**config.mk**
```make
export PLATFORM = sky130hd
export DESIGN_NAME = cpm_core_power_mode_control
export DESIGN_NICKNAME = d
export VERILOG_FILES = /design/src/cpm_pkg.sv /design/src/cpm_core_power_mode_control.sv
export SDC_FILE = /design/constraint.sdc
export NUM_CORES = 1
export LEC_CHECK = 0
export BUFFER_PORTS_ARGS = -buffer_cell sky130_fd_sc_hd__buf_4
export CAP_MARGIN = 20
export CORE_MARGIN = 2
export CORE_UTILIZATION = 40
export CTS_CLUSTER_DIAMETER = 100
export CTS_CLUSTER_SIZE = 16
export DETAILED_ROUTE_END_ITERATION = 12
export SETUP_SLACK_MARGIN = 0.4
export SYNTH_ARGS = -nofsm -noshare
export SYNTH_HDL_FRONTEND = slang
export SYNTH_SLANG_ARGS = --single-unit
```
**constraint.sdc**
```tcl
create_clock -name i_clock -period 3.45 [get_ports i_clock]
set_clock_uncertainty 0.05 [all_clocks]
set_input_delay 1.035 -clock i_clock [delete_from_list [all_inputs] [get_ports i_clock]]
set_output_delay 1.035 -clock i_clock [all_outputs]
set_load 0.01 [all_outputs]
```
**src/cpm_pkg.sv**
```systemverilog
// Functional notes
// idle bit write halts cpu after instruction
// idle keeps state, peripherals keep clocks
// enabled interrupt ends idle, cpu resumes
// reset during idle restarts at zero
// watchdog counts in idle, overflow resets
// stop bit halts cpu, oscillator, clocks
// only reset ends stop, not interrupts
// detector resets after 100 us absence
// software shuts analog parts before stop
// mode select bits always read zero
// bit seven bypasses uart a halver
// bit four bypasses uart b halver
// bit six selects uart a status view
// bit three selects uart b status view
// reserved bits written zero, read zero
// after reset: 2 MHz oscillator, watchdog on (here the watchdog runs only while i_wdt_enable is high)
// both mode bits set means stop
package cpm_pkg;
   localparam logic [7:0] CPM_POWER_CONTROL_ADDR = 8'h87; // register address
   localparam logic [7:0] CPM_POWER_CONTROL_RST  = 8'h00; // reset value
   localparam int CPM_IDLE_BIT      = 0;
   localparam int CPM_STOP_BIT      = 1;
   localparam int CPM_RSVD_LO_BIT   = 2;
   localparam int CPM_B_VIEW_BIT    = 3;
   localparam int CPM_B_DOUBLER_BIT = 4;
   localparam int CPM_RSVD_HI_BIT   = 5;
   localparam int CPM_A_VIEW_BIT    = 6;
   localparam int CPM_A_DOUBLER_BIT = 7;
   // only these bits are stored; mode and reserved bits read zero
   localparam logic [7:0] CPM_STORED_MASK = 8'hd8;
   localparam int CPM_CLOCK_MHZ        = 100;   // core clock rate
   localparam int CPM_MCD_TIMEOUT_US   = 100;   // missing clock timeout
   localparam int CPM_MCD_CYCLES = CPM_MCD_TIMEOUT_US * CPM_CLOCK_MHZ;
   localparam int CPM_RESET_OSC_MHZ    = 2;     // default oscillator rate
   localparam int CPM_WDT_BITS         = 21;    // watchdog timer width
   // power mode state, one-hot
   typedef enum logic [2:0]
   {
      CPM_RUN  = 3'b001,
      CPM_IDLE = 3'b010,
      CPM_STOP = 3'b100
   } cpm_mode_e;
   // uart controls carried together
   typedef struct packed
   {
      logic a_doubler;
      logic a_view;
      logic b_doubler;
      logic b_view;
   } cpm_uart_s;
endpackage

```
**src/cpm_core_power_mode_control.sv**
```systemverilog
`timescale 1ns/1ps
module cpm_core_power_mode_control
#(
   parameter int MCD_CYCLES = cpm_pkg::CPM_MCD_CYCLES, // detector timeout
   parameter int WDT_BITS   = cpm_pkg::CPM_WDT_BITS    // watchdog width
)
(
   input  wire logic             i_clock,         // core clock
   input  wire logic             i_rst_n,         // system reset, sync
   input  wire logic             i_sfr_wr,        // sfr write strobe
   input  wire logic             i_sfr_rd,        // sfr read strobe
   input  wire logic [7:0]       i_sfr_addr,      // sfr address
   input  wire logic [7:0]       i_sfr_wdata,     // sfr write data
   input  wire logic             i_instr_done,    // instruction completes
   input  wire logic             i_irq_enabled,   // enabled irq pending
   input  wire logic             i_wdt_enable,    // watchdog enabled
   input  wire logic             i_wdt_kick,      // watchdog restart
   input  wire logic             i_mcd_enable,    // missing clock det on
   input  wire logic             i_ext_reset,     // external reset req
   output logic [7:0]            o_sfr_rdata,     // sfr read data
   output logic                  o_sfr_hit,       // address matched
   output logic                  o_cpu_clk_en,    // cpu clock enable
   output logic                  o_periph_clk_en, // peripheral clk enable
   output logic                  o_osc_en,        // internal osc enable
   output logic                  o_osc_2mhz_sel,  // default 2 MHz osc
   output logic                  o_idle,          // in idle
   output logic                  o_stop,          // in stop
   output logic                  o_wdt_reset,     // watchdog reset pulse
   output logic                  o_mcd_reset,     // detector reset pulse
   output logic                  o_int_reset,     // internal reset pulse
   output logic                  o_restart_zero,  // restart at 0x0000
   output cpm_pkg::cpm_uart_s    o_uart           // uart controls
);
   // refuse sizes the counters cannot hold; the detector compare is a
   // 32-bit value and a wider watchdog would never trip in practice
   if (MCD_CYCLES < 1 || WDT_BITS < 2 || WDT_BITS > 31)
   begin
      $error("cpm: illegal parameter");
   end

   cpm_pkg::cpm_mode_e    mode_r;          // power mode state
   logic [7:0]            pctl_r;          // stored control bits
   logic                  idle_req_r;      // idle pending to completion
   logic                  stop_req_r;      // stop pending to completion
   logic [WDT_BITS-1:0]   wdt_cnt_r;       // watchdog counter
   logic [31:0]           mcd_cnt_r;       // clock-absence timer
   logic                  wdt_ovf_r;       // watchdog overflow pulse
   logic                  mcd_ovf_r;       // detector timeout pulse
   logic                  reset_evt;       // any internal/external reset
   logic                  pctl_wr;         // decoded write
   // one at the counter's own width keeps the increment width-exact
   localparam logic [WDT_BITS-1:0] WDT_ONE = {{(WDT_BITS-1){1'b0}}, 1'b1};

   // any reset source clears state just like the system reset
   assign pctl_wr   = i_sfr_wr &&
                      (i_sfr_addr == cpm_pkg::CPM_POWER_CONTROL_ADDR);
   assign reset_evt = i_ext_reset || wdt_ovf_r || mcd_ovf_r;

   // control bits; mode and reserved bits never stored
   always_ff @(posedge i_clock)
   begin
      if (!i_rst_n || reset_evt)
         pctl_r <= cpm_pkg::CPM_POWER_CONTROL_RST;
      else if (pctl_wr)
         pctl_r <= i_sfr_wdata & cpm_pkg::CPM_STORED_MASK;
   end

   // pending mode requests wait for the writing instruction to end
   always_ff @(posedge i_clock)
   begin
      if (!i_rst_n || reset_evt)
      begin
         idle_req_r <= 1'b0;
         stop_req_r <= 1'b0;
      end
      else if (pctl_wr)
      begin
         // stop wins when both are set
         stop_req_r <= i_sfr_wdata[cpm_pkg::CPM_STOP_BIT];
         idle_req_r <= i_sfr_wdata[cpm_pkg::CPM_IDLE_BIT] &&
                       !i_sfr_wdata[cpm_pkg::CPM_STOP_BIT];
      end
      else if (i_instr_done)
      begin
         idle_req_r <= 1'b0;
         stop_req_r <= 1'b0;
      end
   end

   // power mode machine
   always_ff @(posedge i_clock)
   begin
      if (!i_rst_n || reset_evt)
         mode_r <= cpm_pkg::CPM_RUN; // reset ends any mode
      else
      begin
         unique case (mode_r)
            cpm_pkg::CPM_RUN:
            begin
               // entry on completion of the writing instruction
               if (stop_req_r && i_instr_done)
                  mode_r <= cpm_pkg::CPM_STOP;
               else if (idle_req_r && i_instr_done)
                  mode_r <= cpm_pkg::CPM_IDLE;
            end
            cpm_pkg::CPM_IDLE:
            begin
               // interrupt wakes; cpu resumes after the idle write
               if (i_irq_enabled)
                  mode_r <= cpm_pkg::CPM_RUN;
            end
            cpm_pkg::CPM_STOP:
            begin
               // interrupts ignored; only reset leaves
               mode_r <= cpm_pkg::CPM_STOP;
            end
         endcase
      end
   end

   // watchdog keeps counting in idle, frozen in stop
   always_ff @(posedge i_clock)
   begin
      if (!i_rst_n || reset_evt || i_wdt_kick || !i_wdt_enable)
         wdt_cnt_r <= '0;
      else if (mode_r != cpm_pkg::CPM_STOP)
         wdt_cnt_r <= wdt_cnt_r + WDT_ONE;
   end

   // overflow pulse forces internal reset
   always_ff @(posedge i_clock)
   begin
      if (!i_rst_n)
         wdt_ovf_r <= 1'b0;
      else
         wdt_ovf_r <= (mode_r != cpm_pkg::CPM_STOP) && i_wdt_enable &&
                      !i_wdt_kick && (&wdt_cnt_r) && !wdt_ovf_r;
   end

   // clock-absence timer: in stop the system clock is gone, so the
   // detector's own one-shot is modelled as this count
   always_ff @(posedge i_clock)
   begin
      if (!i_rst_n || reset_evt || mode_r != cpm_pkg::CPM_STOP ||
          !i_mcd_enable)
         mcd_cnt_r <= '0;
      else if (mcd_cnt_r < 32'(MCD_CYCLES))
         mcd_cnt_r <= mcd_cnt_r + 32'h1;
   end

   // timeout pulse once absence passes the limit
   always_ff @(posedge i_clock)
   begin
      if (!i_rst_n)
         mcd_ovf_r <= 1'b0;
      else
         mcd_ovf_r <= i_mcd_enable && (mode_r == cpm_pkg::CPM_STOP) &&
                      (mcd_cnt_r == 32'(MCD_CYCLES) - 32'h1) && !mcd_ovf_r;
   end

   // registered read data; mode bits always zero
   always_ff @(posedge i_clock)
   begin
      if (!i_rst_n)
         o_sfr_rdata <= 8'h00;
      else if (i_sfr_rd && i_sfr_addr == cpm_pkg::CPM_POWER_CONTROL_ADDR)
         o_sfr_rdata <= pctl_r & cpm_pkg::CPM_STORED_MASK;
      else
         o_sfr_rdata <= 8'h00;
   end

   // reset restart indication: pc to zero, 2 MHz osc default
   always_ff @(posedge i_clock)
   begin
      if (!i_rst_n)
         o_restart_zero <= 1'b1;
      else
         o_restart_zero <= reset_evt;
   end

   assign o_sfr_hit       = i_sfr_addr == cpm_pkg::CPM_POWER_CONTROL_ADDR;
   // idle gates only the cpu; peripherals and state keep running
   assign o_cpu_clk_en    = mode_r == cpm_pkg::CPM_RUN;
   assign o_periph_clk_en = mode_r != cpm_pkg::CPM_STOP;
   assign o_osc_en        = mode_r != cpm_pkg::CPM_STOP;
   assign o_osc_2mhz_sel  = 1'b1;
   assign o_idle          = mode_r == cpm_pkg::CPM_IDLE;
   assign o_stop          = mode_r == cpm_pkg::CPM_STOP;
   assign o_wdt_reset     = wdt_ovf_r;
   assign o_mcd_reset     = mcd_ovf_r;
   assign o_int_reset     = wdt_ovf_r || mcd_ovf_r;
   // uart controls straight from stored bits
   assign o_uart.a_doubler = pctl_r[cpm_pkg::CPM_A_DOUBLER_BIT];
   assign o_uart.a_view    = pctl_r[cpm_pkg::CPM_A_VIEW_BIT];
   assign o_uart.b_doubler = pctl_r[cpm_pkg::CPM_B_DOUBLER_BIT];
   assign o_uart.b_view    = pctl_r[cpm_pkg::CPM_B_VIEW_BIT];

   // idle entry after completing instruction
   idle_entry_a: assert property (
      @(posedge i_clock) disable iff (!i_rst_n)
      (mode_r == cpm_pkg::CPM_RUN && idle_req_r && i_instr_done &&
       !reset_evt) |=> o_idle && !o_cpu_clk_en && o_periph_clk_en)
      else $error("idle not entered");

   // interrupt wakes idle
   idle_wake_a: assert property (
      @(posedge i_clock) disable iff (!i_rst_n)
      (o_idle && i_irq_enabled) |=> o_cpu_clk_en)
      else $error("idle not woken");

   // idle holds without interrupt; peripherals and register kept
   idle_keep_a: assert property (
      @(posedge i_clock) disable iff (!i_rst_n)
      (o_idle && !i_irq_enabled && !reset_evt && !pctl_wr)
      |=> o_idle && o_periph_clk_en && o_osc_en && $stable(pctl_r))
      else $error("idle state not kept");

   // watchdog advances every cycle of idle
   wdt_count_a: assert property (
      @(posedge i_clock) disable iff (!i_rst_n)
      (o_idle && i_wdt_enable && !i_wdt_kick && !reset_evt)
      |=> wdt_cnt_r == $past(wdt_cnt_r) + WDT_ONE)
      else $error("watchdog stalled in idle");

   // stop entry stops oscillator
   stop_entry_a: assert property (
      @(posedge i_clock) disable iff (!i_rst_n)
      (mode_r == cpm_pkg::CPM_RUN && stop_req_r && i_instr_done &&
       !reset_evt) |=> o_stop && !o_osc_en && !o_periph_clk_en)
      else $error("stop not entered");

   // watchdog halts with the system clock in stop
   wdt_frozen_a: assert property (
      @(posedge i_clock) disable iff (!i_rst_n)
      (o_stop && !reset_evt && i_wdt_enable && !i_wdt_kick)
      |=> $stable(wdt_cnt_r))
      else $error("watchdog ran in stop");

   // interrupts cannot wake stop
   stop_hold_a: assert property (
      @(posedge i_clock) disable iff (!i_rst_n)
      (o_stop && !reset_evt) |=> o_stop)
      else $error("stop left without reset");

   // reset always returns to run
   reset_run_a: assert property (
      @(posedge i_clock) disable iff (!i_rst_n)
      reset_evt |=> o_cpu_clk_en && o_restart_zero)
      else $error("reset did not restart");

   // any reset restores the 2 MHz default and an empty register
   restart_osc_a: assert property (
      @(posedge i_clock) disable iff (!i_rst_n)
      reset_evt |=> o_osc_2mhz_sel && o_restart_zero &&
      pctl_r == cpm_pkg::CPM_POWER_CONTROL_RST)
      else $error("reset defaults not restored");

   // mode bits read zero
   read_zero_a: assert property (
      @(posedge i_clock) disable iff (!i_rst_n)
      o_sfr_rdata[1:0] == 2'b00 && o_sfr_rdata[5] == 1'b0 &&
      o_sfr_rdata[2] == 1'b0)
      else $error("mode bit read nonzero");

   // read data idles at zero between reads
   rdata_idle_a: assert property (
      @(posedge i_clock) disable iff (!i_rst_n)
      !(i_sfr_rd && o_sfr_hit) |=> o_sfr_rdata == 8'h00)
      else $error("read data not cleared");

   // both bits set gives stop
   both_stop_a: assert property (
      @(posedge i_clock) disable iff (!i_rst_n)
      (pctl_wr && i_sfr_wdata[1:0] == 2'b11 && !reset_evt)
      |=> stop_req_r && !idle_req_r)
      else $error("combined write not stop");

   // detector fires after timeout in stop
   mcd_fire_a: assert property (
      @(posedge i_clock) disable iff (!i_rst_n)
      (o_mcd_reset) |-> $past(mcd_cnt_r) == 32'(MCD_CYCLES) - 32'h1)
      else $error("detector timing wrong");

   // a disabled detector never resets
   mcd_quiet_a: assert property (
      @(posedge i_clock) disable iff (!i_rst_n)
      !i_mcd_enable |=> !o_mcd_reset)
      else $error("detector fired while off");

   // uart doublers follow write
   uart_ctl_a: assert property (
      @(posedge i_clock) disable iff (!i_rst_n)
      (pctl_wr && !reset_evt) |=> o_uart.a_doubler == $past(i_sfr_wdata[7])
      && o_uart.b_doubler == $past(i_sfr_wdata[4]))
      else $error("doubler not stored");

   // uart status views follow write
   uart_view_a: assert property (
      @(posedge i_clock) disable iff (!i_rst_n)
      (pctl_wr && !reset_evt) |=>
      o_uart.a_view == $past(i_sfr_wdata[cpm_pkg::CPM_A_VIEW_BIT]) &&
      o_uart.b_view == $past(i_sfr_wdata[cpm_pkg::CPM_B_VIEW_BIT]))
      else $error("status view not stored");

   // watchdog overflow resets from idle
   wdt_idle_a: assert property (
      @(posedge i_clock) disable iff (!i_rst_n)
      (o_wdt_reset) |=> !o_idle && o_cpu_clk_en)
      else $error("watchdog did not end idle");
endmodule

```
==> flow_summary.json <==
{
  "post_synth.cell_area_avg_sq_um": 9.442,
  "number_of_flops_mapped_to_enable_cells_by_yosys": 0,
  "area_of_the_mapped_netlist_sq_um": 2833,
  "first_global_vias": 1867,
  "via_per_inst": 4.853,
  "holdCritPathClass": "register to register",
  "clock_network_fraction_of_design_power_pct": 42.1,
  "cts_tree": "built",
  "netSwitchingPower_uw": 292.2,
  "placed_cells": 427,
  "area_of_the_die_sq_um": 7771,
  "rsz0062_at_grt": "false",
  "synth.top_cell.area_share_pct": 48.76,
  "ys_ff_latch": 69,
  "setup-tns-final_ns": 0,
  "start_util_pct": 41.47,
  "critical_path.max_fanout": 4,
  "cts_setup_buffers": 0,
  "worst-slew-pin-transition_ns": 0.6921,
  "max_slew_violation_count": 0,
  "drt_iter0_drc": 59,
  "power-per-cell-area_nw_per_um2": 425.0,
  "grt_start_max_net_pins": 22,
  "asyncSetResetFlopFracSynth_pct": 0,
  "grt.total_usage_pct": 13.87,
  "slew_headroom_pct": 53.35,
  "cts.htree.levels": 3,
  "maxClockFrequency_ghz": 0.3509,
  "top_post_synthesis_cells_by_area": "dfxtp_1 (49%), xor2_1 (5.6%), and2_1 (4.6%), nor2_1 (4.5%), nand3_1 (2.7%)",
  "dp_hpwl_um": 3646,
  "drtPass1Iterations": 4,
  "sequential_share_of_power_pct": 55.6,
  "detail_route.wl_per_cell_um": 11.86,
  "layout-area-overhead-vs-synth_pct": 19.26,
  "synthDistinctLibCells": 49,
  "fp-row-count": 30,
  "multi_input_logic_area_sq_um": 1340,
  "hold_viol_final": 0,
  "chipHeight_um": 88.16,
  "drive_gt1_share_pct": 19.65,
  "layout.nets": 370,
  "endpoint_kind": "primary output",
  "yosysWarnings": 0,
  "clkLatencyLatePin_ns": 0.33,
  "final_min_period_over_clock_period_pct": 82.61,
  "outcome": "finished clean",
  "dr_total_vias": 2145,
  "combinationalPowerShare_pct": 2.4,
  "cp-start-kind": "input pin",
  "final_replace_weighted_congestion": 0.7379,
  "finish.instance_area_sq_um": 3378,
  "netSwitchingFraction_pct": 20.35,
  "setup_viol": 0,
  "grt_first_pass_wirelength_um": 8452,
  "clock_path_buffers": 2,
  "totalWireLength_um": 5242,
  "core_area_sq_um": 6832,
  "fillerInstances": 665,
  "worst-endpoint-required_ns": 2.36,
  "timing_worst_setup_path_type": "input pin to primary output",
  "power.total_uw": 1436,
  "drv_cap": 0,
  "postCtsResizedCells": 0,
  "power.static_leakage_uw": 0.001324,
  "final_cells": 442,
  "power.ir.vdd_worst_mv": 0.1779,
  "power_report.internal_total_uw": 1144,
  "io_buffer_count": 41,
  "worstPathArrival_ns": 1.76,
  "cts.root.buffer_cell": "clkbuf_8",
  "layout.area.seq_sq_um": 1381,
  "synthesized_instance_count": 300,
  "fp.dieW_um": 88.16,
  "grt_overflow": 0,
  "n_antenna_cell": 0,
  "sinks_on_the_clock_net": 69,
  "synth_largest_area_cell": "dfxtp_1",
  "io_pins": 49,
  "detail_route.drc_violations": 0,
  "antenna_found_initial": 0,
  "period_minus_ws_final_ns": 2.850,
  "ys_seq_area_share_pct": 48.76,
  "post_dp_cell_area_sq_um": 3198,
  "tritoncts.num_buffers": 9,
  "holdBufCountCts": 0,
  "ys_dominant_reg_cell": "dfxtp_1",
  "path_clk_slew_ns": 0.07,
  "postRouteAntennaNets": 0
}
-- routing by layer --
layer	vias to the layer above	wire length, um	GRT usage [%]
met5	-	0	0
met4	0	44	5.785
met3	4	288	4.430
met2	45	2261	21.01
met1	980	2647	18.35
li1	1116	-	-
-- worst paths after layout --
path	from	endpoint	slack, ns	cells after the start
max	i_sfr_addr[6]	o_sfr_hit	0.60	5
min	mcd_cnt_r[19]$_SDFFE_PP0N_	mcd_cnt_r[19]$_SDFFE_PP0N_	0.41	1
max reg2reg	mcd_cnt_r[4]$_SDFFE_PP0N_	mcd_cnt_r[7]$_SDFFE_PP0N_	1.33	5
min reg2reg	mcd_cnt_r[19]$_SDFFE_PP0N_	mcd_cnt_r[19]$_SDFFE_PP0N_	0.41	1
-- worst max-delay path, cell delays in order --
cell,delay (ns)
buf_4,0.10
nand2b_1,0.12
nor4_1,0.22
buf_4,0.17
buf_4,0.11
-- power by group through the flow --
stage               clock, uW  combinational [uW]  sequential, uW
detailed placement          0                34.3             816
global placement            0                34.2             816
finish                    604                34.1             798
CTS                       626                34.5             798
global route              664                37.5             797
floorplan                   0                13.4             816
-- area by class of cell --
| cell class | count | share of cell area, % |
|---|---|---|
| repair buffers | 44 | 9.778 |
| well taps | 96 | 3.556 |
| clock inverters | 5 | 1.556 |
| flip-flops and latches | 69 | 40.89 |
| clock buffers | 10 | 3.778 |
| inverters | 7 | 0.7778 |
| multi-input cells | 211 | 39.67 |
-- cell usage in the layout, fill, tap and decap left out, drive strengths merged, types with 5 or more instances in the layout --
master	netlist	routed
a21oi	11	11
and2	22	22
and3	7	7
and4	5	5
buf	10	44
clkbuf	6	10
conb	2	5
dfxtp	69	69
inv	6	6
mux2i	7	7
nand2	15	15
nand3	15	15
nand4	8	8
nor2	34	34
nor4	10	10
o21ai	8	8
or3	9	9
xor2	18	18
-- registers in the layout, indices dropped and copies added (netlist names) --
| name | count |
|---|---|
| o_mcd_reset | 1 |
| idle_req_r | 1 |
| o_sfr_rdata | 4 |
| wdt_cnt_r | 21 |
| o_restart_zero | 1 |
| stop_req_r | 1 |
| mode_r | 3 |
| mcd_cnt_r | 32 |
| pctl_r | 4 |
| o_wdt_reset | 1 |
-- cell usage after synthesis (all sizes together) (7+ instances only) --
cell / instances
dfxtp: 69
nor2: 34
and2: 22
xor2: 18
nand2: 15
nand3: 15
a21oi: 11
buf: 10
nor4: 10
or3: 9
nand4: 8
o21ai: 8
and3: 7
mux2i: 7
-- cell families (layout without fill, tap and decap cells) --
family                     Yosys count  count (layout)  synth area share, %
other                                2               5               0.2651
AOI/OAI and AO/OA                   30              30                6.758
xor gates and xnor gates            22              22                6.802
DFF                                 69              69                48.76
and+or+nand+nor                    144             144                29.33
adders and majority gates            2               2               0.8833
buffers and inverters               23              66                4.328
muxes                                8               8                2.871
-- metrics by stage --
| step | util, % | hold slack [ns] | setup slack (ns) |
|---|---|---|---|
| 2_1_floorplan | - | 0.3802 | 0.6204 |
| 3_3_place_gp | 46.81 | 0.3925 | 0.5946 |
| 3_5_place_dp | 46.81 | 0.3958 | 0.5911 |
| 4_1_cts | 49.45 | 0.4177 | 0.5757 |
| 5_1_grt | 49.45 | 0.4292 | 0.5376 |
| 6_report | 49.45 | 0.4132 | 0.6000 |
(Power assumes the default switching activity.)
